$ cat config.mk
export PLATFORM = sky130hd
export DESIGN_NAME = converter_alarm_monitor
export DESIGN_NICKNAME = d
export VERILOG_FILES = /design/src/alarm_pkg.sv /design/src/alarm_if.sv /design/src/alarm_causes.sv /design/src/converter_alarm_monitor.sv
export VERILOG_INCLUDE_DIRS = /design/src
export SDC_FILE = /design/constraint.sdc
export NUM_CORES = 1
export LEC_CHECK = 0
export BUFFER_PORTS_ARGS = -buffer_cell sky130_fd_sc_hd__buf_2
export CAP_MARGIN = 20
export CORE_ASPECT_RATIO = 0.6
export CORE_MARGIN = 1.5
export CORE_UTILIZATION = 40
export DETAILED_ROUTE_END_ITERATION = 16
export PLACE_DENSITY = 0.79
export SLEW_MARGIN = 10
export SYNTH_ARGS = -nofsm -noshare
export SYNTH_HDL_FRONTEND = slang
export SYNTH_SLANG_ARGS = --single-unit
$ cat constraint.sdc
create_clock -name mclk -period 1.9 [get_ports mclk]
set_input_delay 0.095 -clock mclk [delete_from_list [all_inputs] [get_ports mclk]]
set_output_delay 0.095 -clock mclk [all_outputs]
set_load 0.02 [all_outputs]
$ cat src/alarm_consts.svh
// Purpose: named constants for the converter alarm monitor
// Assumes: byte-wide registers on the serial control port
// Notes:   included by the design files
`ifndef ALARM_CONSTS_SVH
`define ALARM_CONSTS_SVH
`define ADDR_SUMMARY    15'h02C0
`define ADDR_STATUS     15'h02C1
`define ADDR_MASK       15'h02C2
`define ADDR_LANE_LO    15'h02C4
`define ADDR_LANE_HI    15'h02C5
`define BIT_FIFO        5
`define BIT_PLL         4
`define BIT_LINK        3
`define BIT_REALIGN     2
`define BIT_NCO         1
`define BIT_CLK         0
`define NUM_FLAGS       6
`define STATUS_RESET    6'h3F
`define MASK_RESET      6'h3F
`define LANE_RESET      16'hFFFF
`define FLAG_PAD        2'h0
`define SUMMARY_PAD     7'h00
`define READ_ZERO       8'h00
`endif

$ cat src/alarm_pkg.sv
// Purpose: shared types for the converter alarm monitor
// Assumes: six alarm flags
// Notes:   constants live in alarm_consts.svh
package alarm_pkg;
   typedef logic [5:0]  flags_t;
   typedef logic [7:0]  byte_t;
   typedef logic [14:0] addr_t;
   typedef enum logic [1:0] {
      ENC_8B10B  = 2'b00,
      ENC_64B66B = 2'b01
   } encoding_t;
endpackage

$ cat src/alarm_if.sv
// Purpose: carries alarm causes from the cause logic to the register core
// Assumes: single clock domain
// Notes:   set terms are one cycle wide or levels
`timescale 1ns/1ps
interface alarm_if;
   import alarm_pkg::*;
   flags_t setTerms;
   modport src  (output setTerms);
   modport sink (input setTerms);
endinterface

$ cat src/alarm_causes.sv
// Purpose: turns raw device conditions into alarm set terms
// Assumes: all inputs synchronous to mclk
// Notes:   combinational only
`timescale 1ns/1ps
`include "alarm_consts.svh"
module alarm_causes #(
   parameter int LANES = 16
) (
   // Conditions
   input  wire logic               linkEnable,
   input  wire alarm_pkg::encoding_t encMode,
   input  wire logic [LANES-1:0]   laneFifoErr,
   input  wire logic               pllLocked,
   input  wire logic               linkInData,
   input  wire logic               linkRealign,
   input  wire logic               sysrefRealign,
   input  wire logic               ncoSynced,
   input  wire logic               ncoPhaseDiff,
   input  wire logic               dividerMismatch,
   // Set terms
   alarm_if.src                    causes
);
   import alarm_pkg::*;
   logic linkSet;
   always_comb begin
      linkSet = 1'b0;
      if (encMode == ENC_8B10B) begin
         linkSet = linkEnable && !linkInData;
      end else begin
         // Startup seen as link enabled but not yet in data state
         linkSet = linkEnable && (linkRealign || !linkInData);
      end
   end
   assign causes.setTerms[`BIT_FIFO]    = |laneFifoErr;
   assign causes.setTerms[`BIT_PLL]     = !pllLocked;
   assign causes.setTerms[`BIT_LINK]    = linkSet;
   assign causes.setTerms[`BIT_REALIGN] = sysrefRealign;
   assign causes.setTerms[`BIT_NCO]     = !linkEnable || ncoSynced || ncoPhaseDiff;
   assign causes.setTerms[`BIT_CLK]     = dividerMismatch;
endmodule

$ cat src/converter_alarm_monitor.sv
// Purpose: sticky alarm flags, mask, summary bit and status pin routing
// Assumes: host serial port decoded to byte read/write strobes; inputs sync to mclk
// Notes:   flags other than the clock flag are meaningless while the link is off
`timescale 1ns/1ps
`include "alarm_consts.svh"
// How it works
// - summary set when any unmasked flag set
// - summary drives status pin when selected
// - FIFO flag bit5 on lane overflow/underflow
// - PLL flag bit4 while unlocked
// - 8b10b: link flag when outside data state
// - 64b66b: link flag on startup, realign
// - realign flag bit2 on SYSREF realignment
// - NCO flag: link off, synced, mismatch
// - clock flag bit0 on divider mismatch
// - flags clear only by writing one
// - reset sets six flags, reserved zero
// - non-clock flags undefined while link off
// - mask bit per flag, resets to ones
// - per-lane FIFO field, write-one clear
module converter_alarm_monitor #(
   parameter int LANES = 16
) (
   // Clock and reset
   input  wire logic                 mclk,
   input  wire logic                 rstn,
   input  wire logic                 clkEn,
   // Register port
   input  wire alarm_pkg::addr_t     regAddr,
   input  wire alarm_pkg::byte_t     regWdata,
   input  wire logic                 regWrite,
   input  wire logic                 regRead,
   output alarm_pkg::byte_t          regRdata_ff,
   // Device conditions
   input  wire logic                 linkEnable,
   input  wire alarm_pkg::encoding_t encMode,
   input  wire logic [LANES-1:0]     laneFifoErr,
   input  wire logic                 pllLocked,
   input  wire logic                 linkInData,
   input  wire logic                 linkRealign,
   input  wire logic                 sysrefRealign,
   input  wire logic                 ncoSynced,
   input  wire logic                 ncoPhaseDiff,
   input  wire logic                 dividerMismatch,
   // Status pin
   input  wire logic                 statusPinSel,
   input  wire logic                 calStatus,
   output logic                      statusPin_ff,
   output logic                      summary_ff
);
   import alarm_pkg::*;

   alarm_if causesBus();

   alarm_causes #(.LANES(LANES)) uCauses (
      .linkEnable      (linkEnable),
      .encMode         (encMode),
      .laneFifoErr     (laneFifoErr),
      .pllLocked       (pllLocked),
      .linkInData      (linkInData),
      .linkRealign     (linkRealign),
      .sysrefRealign   (sysrefRealign),
      .ncoSynced       (ncoSynced),
      .ncoPhaseDiff    (ncoPhaseDiff),
      .dividerMismatch (dividerMismatch),
      .causes          (causesBus.src)
   );

   flags_t           flags_ff,   nxt_flags;
   flags_t           mask_ff,    nxt_mask;
   logic [LANES-1:0] lanes_ff,   nxt_lanes;
   byte_t            nxt_rdata;
   logic             nxt_summary;
   logic             nxt_statusPin;
   logic             wrStatus, wrMask, wrLaneLo, wrLaneHi;
   flags_t           clrFlags;
   logic [LANES-1:0] clrLanes;

   assign wrStatus = regWrite && (regAddr == `ADDR_STATUS);
   assign wrMask   = regWrite && (regAddr == `ADDR_MASK);
   assign wrLaneLo = regWrite && (regAddr == `ADDR_LANE_LO);
   assign wrLaneHi = regWrite && (regAddr == `ADDR_LANE_HI);

   // Reserved bits 7:6 are dropped here, so writes to them do nothing
   assign clrFlags = wrStatus ? regWdata[`NUM_FLAGS-1:0] : '0;

   genvar g;
   generate
      for (g = 0; g < LANES; g++) begin : gLane
         // Lanes 8 and above sit in the high byte
         if (g < 8) begin : gLo
            assign clrLanes[g] = (wrLaneLo && regWdata[g]) ||
                                 (wrStatus && regWdata[`BIT_FIFO]);
         end else begin : gHi
            assign clrLanes[g] = (wrLaneHi && regWdata[g-8]) ||
                                 (wrStatus && regWdata[`BIT_FIFO]);
         end
      end
   endgenerate

   always_comb begin
      nxt_flags     = (flags_ff & ~clrFlags) | causesBus.setTerms;
      nxt_lanes     = (lanes_ff & ~clrLanes) | laneFifoErr;
      nxt_mask      = wrMask ? regWdata[`NUM_FLAGS-1:0] : mask_ff;
      // Built from next state so the bit moves in the same cycle as its flags
      nxt_summary   = |(nxt_flags & ~nxt_mask);
      nxt_statusPin = statusPinSel ? nxt_summary : calStatus;
      nxt_rdata     = regRdata_ff;
      if (regRead) begin
         unique case (regAddr)
            `ADDR_SUMMARY: nxt_rdata = {`SUMMARY_PAD, summary_ff};
            `ADDR_STATUS:  nxt_rdata = {`FLAG_PAD, flags_ff};
            `ADDR_MASK:    nxt_rdata = {`FLAG_PAD, mask_ff};
            `ADDR_LANE_LO: nxt_rdata = lanes_ff[7:0];
            `ADDR_LANE_HI: nxt_rdata = lanes_ff[LANES-1:8];
            default:       nxt_rdata = `READ_ZERO;
         endcase
      end
   end

   always_ff @(posedge mclk or negedge rstn) begin
      if (!rstn) begin
         flags_ff     <= `STATUS_RESET;
         mask_ff      <= `MASK_RESET;
         lanes_ff     <= `LANE_RESET;
         summary_ff   <= 1'b0;
         statusPin_ff <= 1'b0;
         regRdata_ff  <= `READ_ZERO;
      end else if (clkEn) begin
         flags_ff     <= nxt_flags;
         mask_ff      <= nxt_mask;
         lanes_ff     <= nxt_lanes;
         summary_ff   <= nxt_summary;
         statusPin_ff <= nxt_statusPin;
         regRdata_ff  <= nxt_rdata;
      end
   end
endmodule

# Word-level counts from Yosys, hierarchy flattened
# Index checks and enable logic that the tools add are counted.
# op_classes
mux,5
div,0
reduce_logical,49
n_shift,0
order_cmp,0
eq_ne,5
multipliers,0
n_bitwise,8
addsub,0
# ops
cell,n
"== test 15 x 10 -> 1 bit, second input constant",5
case mux 8 bit (5 select lines),1
logical AND 1 bit,23
logical OR 1 bit,19
AND 16 bit,1
inverter 16 bit,1
bitwise OR 16 bit,1
OR reduction 16 bit,1
AND 6 bit,2
two-way mux 6 bit,2
inverter 6 bit,2
bitwise OR 6 bit,1
OR reduction 6 bit,1
logical NOT 1 bit,3
logical NOT 2 bit,1
two-way mux 1 bit,2
AND reduction 2 bit,1
# word_totals
romBits,0
latchBits,0
inputBits,56
output_inout_bits,10
register_bits,38
mem_count,0
ram_bits,0

# Longest topological paths before layout
# logic_depth
word_depth,9
mapped_depth,8
depth_no_buf,7

# Modules after synthesis
# Synthesis repeated with hierarchy kept, for this count alone.
# unflattened
hier_cells,248
area_unflattened_um2,2285.9
# by_module_without_submodules
mod,cells_each,area_per_inst_um2,n_inst
converter_alarm_monitor,236,2207.1,1
alarm_causes,12,78.8,1

# Least setup slack after synthesis
# No wires, ideal clock.
# synth_timing
path_kind,input -> register
startpoint,input regAddr[10]
endpoint,register statusPin_ff
t_required_ps,1758
slack_ps,-380
t_arrival_ps,2138
setup_ps,142
stages,6
path_buffers,0
path_cell_list,or4_4 nor4_4 a211oi_1 or4_4 nor4b_4 o221ai_1
# synth_via
elab_chain_len,9
elab_cells_between_ends,13
cone_classes,2 x eq/ne; 3 x mux; 5 x bitwise; 3 x reduce/logical
# synth_lines
item,line,source
from (decl),converter_alarm_monitor.sv:29,"input wire alarm_pkg::addr_t regAddr,"
== test 15 x 10 -> 1 bit,n/a,
logical AND 1 bit,converter_alarm_monitor.sv:79,assign wrStatus = regWrite && (regAddr == `ADDR_STATUS);
two-way mux 6 bit,converter_alarm_monitor.sv:85,assign clrFlags = wrStatus ? regWdata[`NUM_FLAGS-1:0] : '0;
inverter 6 bit,converter_alarm_monitor.sv:102,nxt_flags = (flags_ff & ~clrFlags) | causesBus.setTerms;
AND 6 bit,converter_alarm_monitor.sv:102,
bitwise OR 6 bit,converter_alarm_monitor.sv:102,
AND 6 bit (*),converter_alarm_monitor.sv:106,nxt_summary = |(nxt_flags & ~nxt_mask);
OR reduction 6 bit (*),converter_alarm_monitor.sv:106,
two-way mux 1 bit (*),converter_alarm_monitor.sv:107,nxt_statusPin = statusPinSel ? nxt_summary : calStatus;
to (signal assigned),converter_alarm_monitor.sv:134,statusPin_ff <= nxt_statusPin;
to (decl),converter_alarm_monitor.sv:48,"output logic statusPin_ff,"
# Mark *: on every way between the ends. The rest lies on a longest branch, timed or not.
# A chain may end at the register's enable or synchronous reset.

# Final worst setup path
# Ends and elaborated chain as after synthesis.

==> qor.csv <==
stage,metric,value,unit
drt,router iterations before antenna repair,4,
clock_network,Clock Root Buffer,clkbuf_8,
yosys,synthesis warning total,0,
yosys,Syn Area/Cell,9.615,um2
placement,Cells after DPL,385,
placement,final RePlAce weighted congestion,0.8857,
yosys,"count leader, synth",nand2_1,
power_and_ir_drop,Logic pwr share,0.105,
timing,Final Hold Vio Count,0,
floorplanning,Die W,100.7,um
cells_and_area,final non-filler cell total,395,
power_and_ir_drop,total power,1837,uW
global_routing,first-pass GRT wire length,10.13,mm
cells_and_area,layout cells sized above 1,0.4508,
run_status,outcome,finished clean,
timing,Max Slew Vio Count,0,
setup_path,"Cell Chain, Critical Path",buf_2 > or4_4 > nor4_4 > a211oi_1 > or4_4 > nor4b_4 > o221ai_1,
cells_and_area,Syn-to-layout area delta,30.24,%
placement,placed cell area,2819,um2
clock_network,Sink Count,38,
power_and_ir_drop,Pint,1417,uW
setup_path,r2r worst-path depth,6,
drt,initial DRC count,84,
drt,post-route ant nets,0,
floorplanning,die height,61.59,um
setup_path,crit end category,register,
yosys,"Seq/Total Area, Yosys",0.4308,
setup_path,worst endpoint data arrival time,2.04,ns
hold_path,class of the worst hold path,input pin to register,
yosys,"EDFF count, synth",0,
setup_path,"Req. time, crit path",2.06,ns
yosys,Synth Register Bits,38,
yosys,Synth cell types,39,
global_routing,vias in the first global route,2005,
floorplanning,# rows,21,
yosys,"top cells by count, synth","nand2_1 (37), a22o_1 (36), dfstp_2 (28)",
drt,detailed-route wire length,6.245,mm
timing,max_slew headroom,0.4475,
power_and_ir_drop,clock network fraction of design power,0.452,
run,Max Cap Viol,0,
setup_path,"Worst Path Class, Setup",input pin to register,
clock_network,CTS tree,done,
placement,hpwl dp,4.773,mm
power_and_ir_drop,leakage,0.001307,uW
setup_path,CP Launch Type,input pin,
power_and_ir_drop,share of power burned in registers,0.444,
setup_path,crit-path max FO,3,
timing,max frequency,531.0,MHz
hold_path,hold path depth,2,
global_routing,global-route congestion overflow total,0,
global_routing,initial antenna violation count,0,
floorplanning,Top-Level Pins,66,
floorplanning,Initial Util,0.4128,
setup_path,Crit path largest cell delay,0.55,ns
power_and_ir_drop,Peak VDD IR,0.0003658,V
drt,Remaining DRCs,0,
timing,Final setup viols,0,
cells_and_area,fin util,0.5376,
drt,via count,2133,
yosys,cell taking the most area after synthesis,dfstp_2,
yosys,Synth Net Count,294,
clock_network,H-Tree Depth,2,
floorplanning,CORE AREA,5544,um2
setup_path,Critical-path top delay cell,or4_4,
cells_and_area,Finished Cell Area,2980,um2
power_and_ir_drop,Net Sw Frac,0.2287,
power_and_ir_drop,P_sw,420.2,uW
setup_path,cell repeated most along the worst path,or4_4,
timing,measured slew at the worst slew-check pin,0.8288,ns
global_routing,All-Layer GR Usage,0.2155,
timing,"Period Utilization, post-route",0.9911,
floorplanning,Die Area,6199,um2
clock_network,Clock Pin Slew Worst Setup and Hold Paths,0.08,ns
timing,worst hold margin,0.04354,ns
drt,vias per inst,5.400,
clock_network,CTS Buf Count,5,
timing,Final Skew,0.008658,ns
yosys,ranking of synthesized cells by area,"dfstp_2 (32%), a22o_1 (14%), dfrtp_1 (11%)",
yosys,Mapped Area,2288,um2
setup_path,Worst setup startpoint,regAddr[10],
yosys,Mapped Cells,238,
hold_path,HP Start,laneFifoErr[7],
yosys,Yosys top cell area share,0.3215,
yosys,"Top FF cell, synth",dfstp_2,
yosys,Synth async-reset ratio,1.000,
cells_and_area,ANT cells,0,
clock_network,Clock Tree Buf Depth,2,
cells_and_area,Nets,370,
timing,unrepaired setup endpoints after global routing,true,
timing,crit path time final,1.883,ns
drt,drt wl/cell,15.81,um
placement,I/O Buffers,65,
clock_network,Skew-Pair Late Insertion Delay,0.29,ns
setup_path,worst r2r src,flags_ff[2],
global_routing,largest net degree at the start of global routing,47,
power_and_ir_drop,pwr/cell area,616.5,nW/um2
[flip-flops by register name (all words and copies together) (netlist names)]
name	cells
lanes_ff	16
regRdata_ff	8
flags_ff	6
mask_ff	6
statusPin_ff	1
summary_ff	1
[path summary, 6_finish.rpt]
path                       slack [ns]        endpoint
max                              0.02    statusPin_ff
min                              0.04     lanes_ff[7]
max reg2reg                      0.07    statusPin_ff
min reg2reg                      0.48  regRdata_ff[2]
max in group asynchronous        0.94    statusPin_ff
min in group asynchronous        0.44  regRdata_ff[3]
[metrics by stage]
step	setup TNS (ns)	setup WS, ns
floorplan	-0.5817	-0.1266
global placement	-1.546	-0.2195
detailed placement	-2.505	-0.2905
CTS	0	0.02740
global route	-0.05369	-0.05369
finish	0	0.01693
[repair_timing]
action	CTS	global route
endpoints found under the setup margin	0	2
hold buffers	1	0
buffers inserted	0	1
resized for setup	0	3
endpoints found under the hold margin	10	0
[metal layers]
layer | global-route usage | up-vias | part of all wire
met5 | 0 | - | 0
met4 | 0.03622 | 0 | 0.0038
met3 | 0.04881 | 4 | 0.068
met2 | 0.3330 | 86 | 0.42
met1 | 0.3149 | 1000 | 0.51
li1 | - | 1043 | -
[cells in the final DEF (no fill, tap or decap), drive strengths merged, types with 3 or more instances in the layout]
cell,Yosys,final
a22oi,5,5
nor4,6,6
buf,2,83
o21ai,20,20
nor2,18,18
a22o,36,36
nand2,37,37
nor4b,4,4
nand3,3,3
clkbuf,13,5
mux2,10,10
inv,4,4
dfrtp,10,10
a21oi,10,10
mux2i,4,4
dfstp,28,28
[critical path: cells and delay by family]
family                 cells  cell delay, ns
buffers and inverters      1            0.10
AOI/OAI and AO/OA          2            0.28
and+or+nand+nor            4            1.56
[power groups by stage]
stage | logic [uW] | clock network, uW | registers (uW)
after detailed placement | 190 | 0 | 828
after floorplan | 70.4 | 0 | 831
after global routing | 211 | 889 | 816
after CTS | 192 | 843 | 815
final | 192 | 830 | 815
after global placement | 185 | 0 | 828
[final cells by class]
class                      instances  area (um2)
clock inverter                     3       68.82
timing repair buffer              84       483.0
multi-input combinational        181        1259
tap                               80       100.1
sequential                        38       985.9
fill                             510        2564
clock buffer                       5       68.82
inverter                           4       15.01
[cells by family (layout without fill, tap and decap cells)]
logic type,after synthesis,count (layout),share of synthesized area
and+or+nand+nor,85,85,0.2116
muxes,14,14,0.06670
buffers and inverters,19,96,0.03171
AOI/OAI and AO/OA,82,82,0.2592
DFF,38,38,0.4308
(Power assumes the default switching activity.)
